## config.mk

```make
export PLATFORM = sky130hd
export DESIGN_NAME = tbc_timer
export DESIGN_NICKNAME = d
export VERILOG_FILES = /design/src/inc/tbc_pkg.sv /design/src/tbc_prescale.sv /design/src/tbc_sync.sv /design/src/tbc_timer.sv
export SDC_FILE = /design/constraint.sdc
export NUM_CORES = 1
export LEC_CHECK = 0
export BUFFER_PORTS_ARGS = -buffer_cell sky130_fd_sc_hd__buf_4
export CORE_AREA = 2 2 131 133
export CTS_CLUSTER_SIZE = 30
export DETAILED_ROUTE_END_ITERATION = 12
export DIE_AREA = 0 0 133 135
export PLACE_DENSITY = 0.71
export SETUP_SLACK_MARGIN = 0.3
export SLEW_MARGIN = 20
export SYNTH_ARGS = -nofsm -noshare
export SYNTH_HDL_FRONTEND = slang
export SYNTH_SLANG_ARGS = --single-unit
```

## constraint.sdc

```tcl
create_clock -name mclk -period 10.34 [get_ports mclk]
set_input_delay 1.551 -clock mclk [delete_from_list [all_inputs] [get_ports mclk]]
set_output_delay 1.551 -clock mclk [all_outputs]
set_load 0.05 [all_outputs]
```

## src/inc/tbc_pkg.sv

```systemverilog
// timer control block: constants, register map and control-word layout
// assumes a 32-bit Avalon-MM slave port with byte addresses, registers in the low 16 bits of each word
//
// Summary of operation
// - control register clears to all zeros on every reset
// - capture mode with trigger enabled: falling trigger edge captures the count
// - reload mode: reload on overflow, and on falling trigger edge when enabled with down-count and PWM clear
// - outside PWM, every overflow or underflow is followed by an automatic reload
// - with interrupt enable set, overflow flag outside clock-output mode, or trigger flag outside pin-directed up/down reload mode, requests an interrupt
// - clock-output mode still sets overflow flag but never interrupts from it
// - count advances only while run is set; with run clear only a trigger reload or a write moves it
// - up-count reload from an enabled trigger edge sets the count to zero
// - trigger enable clear: trigger input ignored for capture and reload
// - reload mode with PWM and trigger enabled: PWM falling edges set trigger flag
// - down-count enable clear: counter counts upward only
// - down-count enable set outside PWM: count up while input high, down while low
// - PWM with up/down counting: direction chosen internally from count and top
// - compare modes: down-count clear counts up and resets, set counts up then down
// - outside pin-directed up/down reload mode, trigger flag stays set until software clears it; writing one forces interrupt
// - clock output enable with PWM clear drives a clock on the output pin, rollovers raise no timer request

package tbc_pkg;

	localparam int TBC_ADDR_W = 8;
	localparam int TBC_DATA_W = 32;

	// register word indices; byte address is four times the index
	localparam logic [5:0] TBC_IDX_CTRL = 6'h0A;
	localparam logic [5:0] TBC_IDX_COUNT = 6'h0B;
	localparam logic [5:0] TBC_IDX_RELOAD = 6'h0C;
	localparam logic [5:0] TBC_IDX_CAPTURE = 6'h0D;
	localparam logic [5:0] TBC_IDX_COMPARE = 6'h0E;
	localparam logic [5:0] TBC_IDX_IRQ_STATUS = 6'h0F;
	localparam logic [5:0] TBC_IDX_IRQ_ENABLE = 6'h10;
	localparam logic [5:0] TBC_IDX_IRQ_CLEAR = 6'h11;

	localparam logic [15:0] TBC_CTRL_RST = 16'h0000;
	localparam logic [15:0] TBC_CTRL_WMASK = 16'h0FFF;
	localparam logic [15:0] TBC_COUNT_RST = 16'h0000;
	localparam logic [15:0] TBC_RELOAD_RST = 16'h0000;
	localparam logic [15:0] TBC_COMPARE_RST = 16'h0000;
	localparam logic [15:0] TBC_COUNT_TOP = 16'hFFFF;
	localparam logic [15:0] TBC_COUNT_ZERO = 16'h0000;
	localparam logic [31:0] TBC_UNMAPPED_RD = 32'h0000_0000;

	// interrupt status layout
	localparam int TBC_IRQ_W = 3;
	localparam int TBC_IRQ_TIMER = 0;
	localparam int TBC_IRQ_CAPTURE = 1;
	localparam int TBC_IRQ_WRAP = 2;
	localparam logic [TBC_IRQ_W-1:0] TBC_IRQ_RST = 3'h0;

	localparam int TBC_PS_W = 14;

	typedef struct packed {
		logic [3:0] reserved;
		logic pwm_enable;
		logic [2:0] prescale_sel;
		logic overflow_flag;
		logic external_trigger_flag;
		logic clock_output_enable;
		logic down_count_enable;
		logic external_trigger_enable;
		logic timer_run;
		logic timer_irq_enable;
		logic capture_reload_select;
	} tbc_ctrl_s;

	typedef struct packed {
		logic [TBC_ADDR_W-1:0] address;
		logic read;
		logic write;
		logic [3:0] byteenable;
		logic [TBC_DATA_W-1:0] writedata;
	} tbc_avs_req_s;

endpackage

```

## src/tbc_prescale.sv

```systemverilog
// tbc_prescale: divides mclk by 4**sel and emits one-cycle count ticks
// assumes sel is changed only while run is low
`timescale 1ns/1ps

module tbc_prescale
	import tbc_pkg::*;
(
	input wire logic mclk,
	input wire logic rst,
	input wire logic run,
	input wire logic [2:0] sel,
	output logic tick
);
	logic [TBC_PS_W-1:0] ps_cnt_r;

	function automatic logic [TBC_PS_W-1:0] ps_limit(input logic [2:0] s);
		ps_limit = TBC_PS_W'((32'h1 << {s, 1'b0}) - 32'h1);
	endfunction

	always_ff @(posedge mclk or posedge rst) begin
		if (rst) begin
			ps_cnt_r <= '0;
			tick <= 1'b0;
		end else if (!run) begin
			ps_cnt_r <= '0;
			tick <= 1'b0;
		end else if (ps_cnt_r >= ps_limit(sel)) begin
			ps_cnt_r <= '0;
			tick <= 1'b1;
		end else begin
			ps_cnt_r <= ps_cnt_r + 1'b1;
			tick <= 1'b0;
		end
	end

	tick_rate_a: assert property (@(posedge mclk) disable iff (rst)
		(run && sel == 3'h0 && ps_cnt_r == '0) |=> tick)
		else $error("prescaler missed a tick at divide by one");
endmodule

```

## src/tbc_sync.sv

```systemverilog
// tbc_sync: two-flop synchroniser for asynchronous pin levels
// assumes the input is a slow level from outside the mclk domain
`timescale 1ns/1ps

module tbc_sync #(
	parameter int WIDTH = 1
) (
	input wire logic mclk,
	input wire logic rst,
	input wire logic [WIDTH-1:0] async_in,
	output logic [WIDTH-1:0] sync_out
);
	logic [WIDTH-1:0] meta_r;

	// meta_r feeds only sync_out
	always_ff @(posedge mclk or posedge rst) begin
		if (rst) begin
			meta_r <= '0;
			sync_out <= '0;
		end else begin
			meta_r <= async_in;
			sync_out <= meta_r;
		end
	end
endmodule

```

## src/tbc_timer.sv

```systemverilog
// tbc_timer: 16-bit general-purpose timer with capture, autoreload, up/down and PWM/compare
// assumes an Avalon-MM master on mclk; trigger_direction_input is an asynchronous pin
//
// The Avalon-MM register port was left to the implementer.
`timescale 1ns/1ps

module tbc_timer (
	input wire logic mclk,
	input wire logic rst,
	input wire tbc_pkg::tbc_avs_req_s avs_req,
	output logic [tbc_pkg::TBC_DATA_W-1:0] avs_readdata,
	output logic avs_waitrequest,
	input wire logic trigger_direction_input,
	output logic timer_output_pin,
	output logic timer_output_pin_oe,
	output logic irq
);
	import tbc_pkg::*;

	// ------------------------------------------------------------
	// declarations
	// ------------------------------------------------------------
	tbc_ctrl_s ctrl_r, ctrl_nxt;
	logic [15:0] count_r, count_nxt;
	logic [15:0] reload_r, capture_r, compare_r;
	logic [TBC_IRQ_W-1:0] irq_status_r, irq_status_nxt, irq_enable_r;
	logic pwm_dir_r, pwm_dir_nxt;
	logic pin_r, pin_nxt;
	logic trig_s, trig_d_r, ext_fall, tick, wrap;
	logic [5:0] idx;
	logic bus_wr, ctrl_wr, cnt_wr;
	logic ext_capture, ext_reload, pwm_fall, bit17_mode, tmr_req, dir_up, ext_set;
	logic [15:0] top;

	function automatic logic [15:0] be_merge(input logic [15:0] old, input logic [31:0] wd,
			input logic [3:0] be);
		be_merge[7:0] = be[0] ? wd[7:0] : old[7:0];
		be_merge[15:8] = be[1] ? wd[15:8] : old[15:8];
	endfunction

	// ------------------------------------------------------------
	// trigger pin and prescaler
	// ------------------------------------------------------------
	tbc_sync #(.WIDTH(1)) u_sync (
		.mclk(mclk),
		.rst(rst),
		.async_in(trigger_direction_input),
		.sync_out(trig_s)
	);

	always_ff @(posedge mclk or posedge rst) begin
		if (rst) begin
			trig_d_r <= 1'b0;
		end else begin
			trig_d_r <= trig_s;
		end
	end

	assign ext_fall = trig_d_r & ~trig_s;

	tbc_prescale u_prescale (
		.mclk(mclk),
		.rst(rst),
		.run(ctrl_r.timer_run),
		.sel(ctrl_r.prescale_sel),
		.tick(tick)
	);

	// ------------------------------------------------------------
	// bus slave: one wait cycle, then the access completes
	// ------------------------------------------------------------
	assign idx = avs_req.address[7:2];
	assign bus_wr = avs_req.write & ~avs_waitrequest;
	assign ctrl_wr = bus_wr && idx == TBC_IDX_CTRL;
	assign cnt_wr = bus_wr && idx == TBC_IDX_COUNT;

	always_ff @(posedge mclk or posedge rst) begin
		if (rst) begin
			avs_waitrequest <= 1'b1;
		end else if ((avs_req.read | avs_req.write) && avs_waitrequest) begin
			avs_waitrequest <= 1'b0;
		end else begin
			avs_waitrequest <= 1'b1;
		end
	end

	// read data is latched in the wait cycle and stands at the completing edge
	always_ff @(posedge mclk or posedge rst) begin
		if (rst) begin
			avs_readdata <= TBC_UNMAPPED_RD;
		end else if (avs_req.read && avs_waitrequest) begin
			if (idx == TBC_IDX_CTRL) begin
				avs_readdata <= {16'h0000, ctrl_r & TBC_CTRL_WMASK};
			end else if (idx == TBC_IDX_COUNT) begin
				avs_readdata <= {16'h0000, count_r};
			end else if (idx == TBC_IDX_RELOAD) begin
				avs_readdata <= {16'h0000, reload_r};
			end else if (idx == TBC_IDX_CAPTURE) begin
				avs_readdata <= {16'h0000, capture_r};
			end else if (idx == TBC_IDX_COMPARE) begin
				avs_readdata <= {16'h0000, compare_r};
			end else if (idx == TBC_IDX_IRQ_STATUS) begin
				avs_readdata <= {29'h0, irq_status_r};
			end else if (idx == TBC_IDX_IRQ_ENABLE) begin
				avs_readdata <= {29'h0, irq_enable_r};
			end else begin
				avs_readdata <= TBC_UNMAPPED_RD;
			end
		end
	end

	always_ff @(posedge mclk or posedge rst) begin
		if (rst) begin
			reload_r <= TBC_RELOAD_RST;
			compare_r <= TBC_COMPARE_RST;
			irq_enable_r <= TBC_IRQ_RST;
		end else if (bus_wr) begin
			if (idx == TBC_IDX_RELOAD) begin
				reload_r <= be_merge(reload_r, avs_req.writedata, avs_req.byteenable);
			end else if (idx == TBC_IDX_COMPARE) begin
				compare_r <= be_merge(compare_r, avs_req.writedata, avs_req.byteenable);
			end else if (idx == TBC_IDX_IRQ_ENABLE && avs_req.byteenable[0]) begin
				irq_enable_r <= avs_req.writedata[TBC_IRQ_W-1:0];
			end
		end
	end

	// ------------------------------------------------------------
	// mode decode
	// ------------------------------------------------------------
	// trigger capture and reload gating
	assign ext_capture = ctrl_r.capture_reload_select & ctrl_r.external_trigger_enable & ext_fall;
	assign ext_reload = ~ctrl_r.capture_reload_select & ctrl_r.external_trigger_enable & ext_fall
		& ~ctrl_r.down_count_enable & ~ctrl_r.pwm_enable;
	// in pin-directed up/down reload mode the trigger flag acts as a 17th count bit
	assign bit17_mode = ~ctrl_r.capture_reload_select & ctrl_r.down_count_enable & ~ctrl_r.pwm_enable;
	assign top = reload_r;

	always_comb begin
		if (ctrl_r.pwm_enable) begin
			dir_up = ctrl_r.down_count_enable ? pwm_dir_r : 1'b1;
		end else begin
			dir_up = ctrl_r.down_count_enable ? trig_s : 1'b1;
		end
	end

	// ------------------------------------------------------------
	// counter
	// ------------------------------------------------------------
	always_comb begin
		count_nxt = count_r;
		pwm_dir_nxt = pwm_dir_r;
		wrap = 1'b0;
		if (ext_reload) begin
			count_nxt = TBC_COUNT_ZERO;
		end else if (tick && ctrl_r.timer_run) begin
			if (ctrl_r.pwm_enable && !ctrl_r.down_count_enable) begin
				if (count_r >= top) begin
					count_nxt = TBC_COUNT_ZERO;
					wrap = 1'b1;
				end else begin
					count_nxt = count_r + 16'h0001;
				end
			end else if (ctrl_r.pwm_enable) begin
				if (dir_up && count_r >= top) begin
					count_nxt = (count_r == TBC_COUNT_ZERO) ? TBC_COUNT_ZERO : count_r - 16'h0001;
					pwm_dir_nxt = 1'b0;
					wrap = 1'b1;
				end else if (!dir_up && count_r == TBC_COUNT_ZERO) begin
					count_nxt = count_r + 16'h0001;
					pwm_dir_nxt = 1'b1;
				end else if (dir_up) begin
					count_nxt = count_r + 16'h0001;
				end else begin
					count_nxt = count_r - 16'h0001;
				end
			end else if (dir_up) begin
				if (count_r == TBC_COUNT_TOP) begin
					count_nxt = reload_r;
					wrap = 1'b1;
				end else begin
					count_nxt = count_r + 16'h0001;
				end
			end else begin
				if (count_r == TBC_COUNT_ZERO) begin
					count_nxt = reload_r;
					wrap = 1'b1;
				end else begin
					count_nxt = count_r - 16'h0001;
				end
			end
		end
		if (cnt_wr) begin
			count_nxt = be_merge(count_r, avs_req.writedata, avs_req.byteenable);
		end
	end

	always_ff @(posedge mclk or posedge rst) begin
		if (rst) begin
			count_r <= TBC_COUNT_RST;
			pwm_dir_r <= 1'b1;
		end else begin
			count_r <= count_nxt;
			pwm_dir_r <= ctrl_r.pwm_enable ? pwm_dir_nxt : 1'b1;
		end
	end

	always_ff @(posedge mclk or posedge rst) begin
		if (rst) begin
			capture_r <= TBC_COUNT_ZERO;
		end else if (ext_capture) begin
			capture_r <= count_r;
		end
	end

	// ------------------------------------------------------------
	// output pin: PWM level or clock output
	// ------------------------------------------------------------
	always_comb begin
		if (ctrl_r.pwm_enable) begin
			pin_nxt = count_nxt < compare_r;
		end else if (ctrl_r.clock_output_enable) begin
			pin_nxt = wrap ? ~pin_r : pin_r;
		end else begin
			pin_nxt = 1'b0;
		end
	end

	assign pwm_fall = ctrl_r.pwm_enable & pin_r & ~pin_nxt;

	always_ff @(posedge mclk or posedge rst) begin
		if (rst) begin
			pin_r <= 1'b0;
			timer_output_pin_oe <= 1'b0;
		end else begin
			pin_r <= pin_nxt;
			timer_output_pin_oe <= ctrl_r.pwm_enable | ctrl_r.clock_output_enable;
		end
	end

	assign timer_output_pin = pin_r;

	// ------------------------------------------------------------
	// control register and flags; hardware set wins over a software clear
	// ------------------------------------------------------------
	// trigger flag set: trigger capture/reload edge or PWM falling edge
	assign ext_set = (ext_capture | ext_reload) | (pwm_fall & ctrl_r.external_trigger_enable
		& ~ctrl_r.capture_reload_select);

	always_comb begin
		ctrl_nxt = ctrl_r;
		if (ctrl_wr) begin
			ctrl_nxt = be_merge(ctrl_r, avs_req.writedata, avs_req.byteenable) & TBC_CTRL_WMASK;
		end
		if (wrap) begin
			ctrl_nxt.overflow_flag = 1'b1;
		end
		if (bit17_mode && wrap) begin
			ctrl_nxt.external_trigger_flag = ~ctrl_r.external_trigger_flag;
		end else if (ext_set) begin
			ctrl_nxt.external_trigger_flag = 1'b1;
		end
	end

	always_ff @(posedge mclk or posedge rst) begin
		if (rst) begin
			ctrl_r <= TBC_CTRL_RST;
		end else begin
			ctrl_r <= ctrl_nxt;
		end
	end

	// ------------------------------------------------------------
	// interrupts
	// ------------------------------------------------------------
	// timer request
	assign tmr_req = ctrl_r.timer_irq_enable & ((ctrl_r.overflow_flag & ~ctrl_r.clock_output_enable)
		| (ctrl_r.external_trigger_flag & ~bit17_mode));

	always_comb begin
		irq_status_nxt = irq_status_r;
		if (bus_wr && idx == TBC_IDX_IRQ_CLEAR && avs_req.byteenable[0]) begin
			irq_status_nxt = irq_status_r & ~avs_req.writedata[TBC_IRQ_W-1:0];
		end
		irq_status_nxt[TBC_IRQ_TIMER] = irq_status_nxt[TBC_IRQ_TIMER] | tmr_req;
		irq_status_nxt[TBC_IRQ_CAPTURE] = irq_status_nxt[TBC_IRQ_CAPTURE] | ext_capture;
		irq_status_nxt[TBC_IRQ_WRAP] = irq_status_nxt[TBC_IRQ_WRAP] | wrap | ext_reload;
	end

	always_ff @(posedge mclk or posedge rst) begin
		if (rst) begin
			irq_status_r <= TBC_IRQ_RST;
			irq <= 1'b0;
		end else begin
			irq_status_r <= irq_status_nxt;
			irq <= |(irq_status_nxt & irq_enable_r);
		end
	end

	// ------------------------------------------------------------
	// assertions
	// ------------------------------------------------------------
	ctrl_cleared_a: assert property (@(posedge mclk) $fell(rst) |-> ctrl_r == TBC_CTRL_RST)
		else $error("control word not zero after reset");
	capture_value_a: assert property (@(posedge mclk) disable iff (rst)
		ext_capture |=> capture_r == $past(count_r))
		else $error("capture did not take the count");
	ext_reload_zero_a: assert property (@(posedge mclk) disable iff (rst)
		(ext_reload && !cnt_wr) |=> count_r == TBC_COUNT_ZERO && ctrl_r.external_trigger_flag)
		else $error("trigger reload did not zero the count");
	overflow_reload_a: assert property (@(posedge mclk) disable iff (rst)
		(tick && ctrl_r.timer_run && !ctrl_r.pwm_enable && dir_up && count_r == TBC_COUNT_TOP
		&& !ext_reload && !cnt_wr) |=> count_r == $past(reload_r) && ctrl_r.overflow_flag)
		else $error("overflow did not reload");
	halt_hold_a: assert property (@(posedge mclk) disable iff (rst)
		(!ctrl_r.timer_run && !ext_reload && !cnt_wr) |=> $stable(count_r))
		else $error("count moved while halted");
	ext_ignored_a: assert property (@(posedge mclk) disable iff (rst)
		!ctrl_r.external_trigger_enable |=> $stable(capture_r))
		else $error("trigger acted while disabled");
	irq_request_a: assert property (@(posedge mclk) disable iff (rst)
		(tmr_req && irq_enable_r[TBC_IRQ_TIMER]) |=> irq_status_r[TBC_IRQ_TIMER] && irq)
		else $error("timer request did not raise the interrupt");
	clkout_quiet_a: assert property (@(posedge mclk) disable iff (rst)
		(ctrl_r.clock_output_enable && !ctrl_r.external_trigger_flag) |-> !tmr_req)
		else $error("overflow interrupted in clock-output mode");
	up_only_a: assert property (@(posedge mclk) disable iff (rst)
		(tick && ctrl_r.timer_run && !ctrl_r.down_count_enable && !ctrl_r.pwm_enable
		&& count_r != TBC_COUNT_TOP && !ext_reload && !cnt_wr) |=> count_r == $past(count_r) + 16'h0001)
		else $error("count did not step up");
	pin_down_a: assert property (@(posedge mclk) disable iff (rst)
		(tick && ctrl_r.timer_run && ctrl_r.down_count_enable && !ctrl_r.pwm_enable && !trig_s
		&& count_r != TBC_COUNT_ZERO && !cnt_wr) |=> count_r == $past(count_r) - 16'h0001)
		else $error("count did not step down with input low");
	compare_reset_a: assert property (@(posedge mclk) disable iff (rst)
		(tick && ctrl_r.timer_run && ctrl_r.pwm_enable && !ctrl_r.down_count_enable
		&& count_r >= top && !cnt_wr) |=> count_r == TBC_COUNT_ZERO)
		else $error("compare mode did not reset at top");
	pwm_turn_a: assert property (@(posedge mclk) disable iff (rst)
		(tick && ctrl_r.timer_run && ctrl_r.pwm_enable && ctrl_r.down_count_enable && pwm_dir_r
		&& count_r >= top && !ctrl_wr) |=> !pwm_dir_r)
		else $error("up/down PWM did not turn at top");
	pwm_edge_flag_a: assert property (@(posedge mclk) disable iff (rst)
		(pwm_fall && ctrl_r.external_trigger_enable && !ctrl_r.capture_reload_select
		&& !bit17_mode) |=> ctrl_r.external_trigger_flag)
		else $error("PWM falling edge missed the flag");
	ext_sticky_a: assert property (@(posedge mclk) disable iff (rst)
		(ctrl_r.external_trigger_flag && !ctrl_wr && !bit17_mode) |=> ctrl_r.external_trigger_flag)
		else $error("trigger flag cleared without software");

	capture_seen_c: cover property (@(posedge mclk) disable iff (rst) ext_capture);
	overflow_seen_c: cover property (@(posedge mclk) disable iff (rst) wrap && !ctrl_r.pwm_enable);
	pwm_fall_c: cover property (@(posedge mclk) disable iff (rst) pwm_fall);
	irq_seen_c: cover property (@(posedge mclk) disable iff (rst) $rose(irq));
endmodule

```

# Yosys cells after proc, flatten, opt, wreduce, memory -nomap -nowiden
# Index checks and enable logic that the tools add are counted.
# Widths: inputs -> output; s select.
[classes] add_sub_neg=4 multipliers=0 n_div=0 magnitude_cmp=3 n_eq_ne=13 shift=1 n_mux=54 bitwise=41 reduce_logical=30
[ops] op="$mux 16" n=18
[ops] op="$eq 6x4->1 const B" n=6
[ops] op="$mux 8" n=4
[ops] op="$mux 14" n=2
[ops] op="$mux 1" n=27
[ops] op="$and 1x1->1" n=17
[ops] op="$add 16x1->16 const B" n=1
[ops] op="$eq 16x16->1 const B" n=1
[ops] op="$ge 16x16->1" n=1
[ops] op="$logic_not 16->1" n=1
[ops] op="$lt 16x16->1" n=1
[ops] op="$reduce_and 4->1" n=4
[ops] op="$sub 16x1->16 const B" n=1
[ops] op="$add 14x1->14 const B" n=1
[ops] op="$ge 14x14->1" n=1
[ops] op="$shl 1x4->14 const A" n=1
[ops] op="$sub 14x1->14 const B" n=1
[ops] op="$eq 6x5->1 const B" n=2
[ops] op="$logic_and 1x1->1" n=12
[ops] op="$not 1->1" n=12
[ops] op="$mux 3" n=3
[ops] op="$or 1x1->1" n=9
[ops] op="$reduce_and 2->1" n=4
[ops] op="$and 3x3->3" n=2
[ops] op="9 further kinds" n=14
[word_totals] reg_bits=137 latchBits=0 ramBits=0 mem_bits_ro=0 inputBits=49 out_inout_bits=36 elab_cells=175 memories=0

# Logic depth before layout (Yosys ltp)
[depth] depth_word=20 depth_mapped=21 depth_no_buf=19

# Hierarchy
# From an unflattened synthesis, not the netlist that was laid out.
[unflattened] hier_cells=967 area_unflattened_um2=8545.7
[by_module_without_submodules] mod="tbc_timer" n_inst=1 cells_each=844 area_per_inst_um2=7432.1 seq_area_each_um2=2605.0
[by_module_without_submodules] mod="tbc_prescale" n_inst=1 cells_each=120 area_per_inst_um2=1059.8 seq_area_each_um2=375.4
[by_module_without_submodules] mod="tbc_sync" n_inst=1 cells_each=3 area_per_inst_um2=53.8 seq_area_each_um2=50.0

# Least setup slack after synthesis
# Ideal clock, no wire load.
[synth_timing] path_type="input to register" startpoint="input port avs_req[42] (netlist name)" endpoint="register ctrl_r[6] (netlist name)" setup_ps=136 arrival_ps=4601 required_time_ps=10204 slack_ps=5603 path_stages=16 n_path_buf=2 path_cell_list="nor4b_1 and4_1 clkbuf_1 nor2_1 clkbuf_1 nand2_1 o41ai_1 a21oi_1 o21ai_0 ha_1 nor2b_1 o21ai_0 nand2b_1 or4_1 a21oi_1 o22ai_1"
[synth_between] elab_chain_cells=12 elab_cells_between_ends=17 classes_between="order compare: 1; eq/ne: 2; mux: 4; bitwise: 5; reduce/logical: 5"
[synth_lines] item="start: declaration" line="tbc_timer.sv:10" source="input wire tbc_pkg::tbc_avs_req_s avs_req,"
[synth_lines] item="$eq 6x4->1 *" line="tbc_timer.sv:75" source="assign cnt_wr = bus_wr && idx == TBC_IDX_COUNT;"
[synth_lines] item="$logic_and 1x1->1 *" line="tbc_timer.sv:75"
[synth_lines] item="$mux 16 *" line="tbc_timer.sv:193" source="if (cnt_wr) begin"
[synth_lines] item="named net count_nxt[6]" line="tbc_timer.sv:24" source="logic [15:0] count_r, count_nxt;"
[synth_lines] item="$lt 16x16->1 *" line="tbc_timer.sv:221" source="pin_nxt = count_nxt < compare_r;"
[synth_lines] item="$mux 1 *" line="tbc_timer.sv:220" source="if (ctrl_r.pwm_enable) begin"
[synth_lines] item="$not 1->1 *" line="tbc_timer.sv:229" source="assign pwm_fall = ctrl_r.pwm_enable & pin_r & ~pin_nxt;"
[synth_lines] item="$and 1x1->1 *" line="tbc_timer.sv:229"
[synth_lines] item="$and 1x1->1 *" line="tbc_timer.sv:247" source="assign ext_set = (ext_capture | ext_reload) | (pwm_fall & ctrl_r.external_trigger_enable"
[synth_lines] item="$and 1x1->1 *" line="tbc_timer.sv:248" source="& ~ctrl_r.capture_reload_select);"
[synth_lines] item="$or 1x1->1 *" line="tbc_timer.sv:247"
[synth_lines] item="$reduce_bool 3->1 (no source line) or $mux 1 (tied branches)"
[synth_lines] item="$reduce_and 2->1 (no source line) or $mux 1 (tied branches)"
[synth_lines] item="end signal: assignment" line="tbc_timer.sv:269" source="ctrl_r <= ctrl_nxt;"
[synth_lines] item="end: declaration" line="tbc_timer.sv:23" source="tbc_ctrl_s ctrl_r, ctrl_nxt;"
# The timed path passes the listed nets; every way through them passes the cells marked *.
# A chain may end at the register's enable or synchronous reset.

# Final worst setup path
# Same ends and word-level chain as after synthesis.

==> impl_metrics.ini <==
[run_status]
status = finished, final reports clean

[floorplanning]
chipHeight_um = 135
initial_core_util_pct = 49.4
rows = 47
die_width_um = 133
top_level_ports = 85
die_area_um2 = 18000
core_area_um2 = 16400

[power_and_ir_drop]
total_leakage_power_nw = 4.08
power.ir.vdd_worst_mv = 0.108
p_total_mw = 1.40
power.density_nw_per_um2 = 154

[setup_path]
worst-r2r-setup-slack_ps = 4820
worst_ep_arrival_time_ps = 6320
startpoint_types = input pin
critPathMaxStageDelay_ps = 650
critical_path.reg2reg.startpoint = count_r[6]
req_time_crit_path_ps = 10630
crit_start = avs_req[42]
worst-path-max-fanout = 18
crit_path_top_delay_cell = and3_1
crit_type = input pin to register
critical_path.cell_chain = buf_4, nor4b_1, and3_1, nand2_1, nand2_1, nor2_1, a21oi_1, o21ai_0, ha_1, nor2b_1, o21ai_0, nand2b_1, or4_1, a21oi_1, o22ai_1
critical_path.endpoint_type = register

[synthesis]
post_synth.cell_area_avg_um2 = 8.64
synth.top_cells.by_count = 119 x dfrtp_1, 96 x nor2_1, 95 x nand2_1
synth.distinct_cells = 65
synthesis.area_um2 = 8100
postSynth.asyncResetShare_pct = 100
synth-main-ff-cell = dfrtp_1
synthCells = 938
post_synth_edffs = 0
yosys-top-cells-area = dfrtp_1 37%, ha_1 7.4%, mux2_2 6.0%
synth_sequential_area_ratio_pct = 37.4
yosysMostFrequentCell = dfrtp_1
yosysWarnings = 0
synth_seq_cells = 121
yosysTopAreaCell = dfrtp_1
post-synth-top-area-fraction_pct = 36.8

[clock_tree]
cts_setup_buffers = 0
tritoncts_num_sinks = 121
cts_tree = done
htreeDepth = 4
number_of_buffers_on_the_longest_clock_path = 2
clkLatencyLatePin_ps = 430
number_of_buffers_created_by_cts = 17
cts_root_buffer = clkbuf_16
ctsResizeCount = 0
clk_pin_slew_ps = 50
cts-hold-fix-buffers = 0

[global_route]
globalRouteTotalUtil_pct = 26.7
number_of_antenna_violations_at_the_first_check_in_global_routing = 0
grt_pass1_vias = 6726
largest_net_degree_at_the_start_of_global_routing = 84
wire_length_of_the_first_global_routing_pass_mm = 37.1
gr-total-overflow = 0

[sta]
setup_tns_ps = 0
worst_slew_pin_slew_ps = 1060
hold_viol_final = 0
hold_ws_ps = 346
timing.max_slew.rel_slack_pct = 29.1
finalSetupViolations = 0
fin_crit_sh_pct = 58.3
final_critical_path_setup_slack_ps = 4310
fmaxAchievable_mhz = 166
layout_min_cycle_time_ps = 6030
rsz0062_at_grt = false
fin_skew_ps = 11.3
slew_limit_fails = 0

[min_path]
holdCritPathClass = register to register
hp-start = u_sync.meta_r

[route]
avgRoutedWirePerCell_um = 19.6
route.vias.total = 7239
via_per_inst = 6.08
totalWireLength_mm = 23.4
postRouteAntennaNets = 0
drcViolationCount = 0
drt-pass1-iter-count = 5
drt_iter0_drc = 809

[placed_design]
dp.final_hpwl_mm = 16.8
port_buffers = 48
gp_congestion = 0.927
pre_cts_slack_ps = 4060

[layout]
layout.nets = 1056
antennaDiodeCount = 0
fill_cell_instance_count_of_the_final_layout = 1467
drive_above_1_share_pct = 14.8
area.growth.synth_to_final_pct = 11.9

[job]
max-cap-violations = 0
-- routing by layer --
layer  vias to the layer above  global-route usage [%]  share of wire, %  wire [um]
li1                       3395                       -                 -          -
met5                         -                       0                 0          0
met3                        45                    6.76               9.6       2250
met2                       376                    41.0                45      10600
met1                      3423                    36.9                43      10000
met4                         0                    9.44               2.3        547
-- sequential cells by signal, indices dropped and copies added (netlist names), 3 cells and up --
register and cells:
ctrl_r 12, irq_status_r 3, u_prescale.ps_cnt_r 14, reload_r 16, irq_enable_r 3, compare_r 16
capture_r 16, avs_readdata 16, count_r 16
-- logic make-up (layout without fill, tap and decap cells) --
logic type / count (synthesis) / count (layout) / share of synthesized area (%)
adder cells (fa/ha/maj): 48 / 48 / 7.41
buffers and inverters: 118 / 136 / 6.44
other: 1 / 16 / 0.0463
AND/OR/NAND/NOR: 325 / 325 / 19.3
flip-flops: 121 / 121 / 37.4
AO/OA/AOI/OAI: 232 / 232 / 17.6
multiplexers: 69 / 69 / 9.19
XOR/XNOR: 24 / 24 / 2.59
-- worst max-delay path: cells and delay by family --
| kind | cells | cell delay, ps |
|---|---|---|
| AND/OR/NAND/NOR | 8 | 3310 |
| AO/OA/AOI/OAI | 5 | 990 |
| adder cells (fa/ha/maj) | 1 | 350 |
| buffers and inverters | 1 | 120 |
-- power by group --
part           internal (mW)  switching, mW  leakage (nW)
clock network          0.333          0.210         0.270
registers              0.501         0.0571          1.57
logic                  0.106          0.188          2.24
total                  0.941          0.455          4.08
-- layout make-up --
type / instances / area (um2) / area share (%)
tap: 220 / 275 / 3.04
clock inverter: 8 / 45.0 / 0.497
timing repair buffer: 56 / 424 / 4.68
multi-input combinational: 714 / 4610 / 50.8
inverter: 49 / 186 / 2.06
sequential: 121 / 3030 / 33.4
clock buffer: 23 / 498 / 5.49
-- through the flow --
step	utilization (%)	instances	cell area [um2]
after floorplan	-	953	8160
after global placement	51.9	1160	8520
after detailed placement	51.9	1160	8520
after CTS	55.2	1191	9060
after global routing	55.3	1191	9070
final	55.3	1191	9070
-- cells in the final DEF, fill, tap and decap left out, types with 11 or more instances in the layout --
cell type | Yosys | layout
mux2_2 | 43 | 43
nor3_1 | 16 | 16
and3_1 | 11 | 11
xor2_1 | 14 | 14
inv_1 | 49 | 48
ha_1 | 48 | 48
clkbuf_16 | 0 | 17
conb_1 | 1 | 16
o21ai_0 | 79 | 79
mux2i_1 | 26 | 26
a221oi_1 | 16 | 16
nand2_1 | 95 | 95
nand3_1 | 34 | 34
a21oi_1 | 63 | 63
buf_4 | 16 | 55
nor2_1 | 96 | 96
nand4_1 | 12 | 12
dfrtp_1 | 119 | 119
-- final timing paths --
check                                   end  cells after the start
min reg2reg                 u_sync.sync_out                      0
min                         u_sync.sync_out                      0
max in group asynchronous        count_r[3]                      3
min in group asynchronous  avs_readdata[14]                      2
max                               ctrl_r[6]                     15
max reg2reg                       ctrl_r[6]                     15
(Power assumes the default switching activity.)
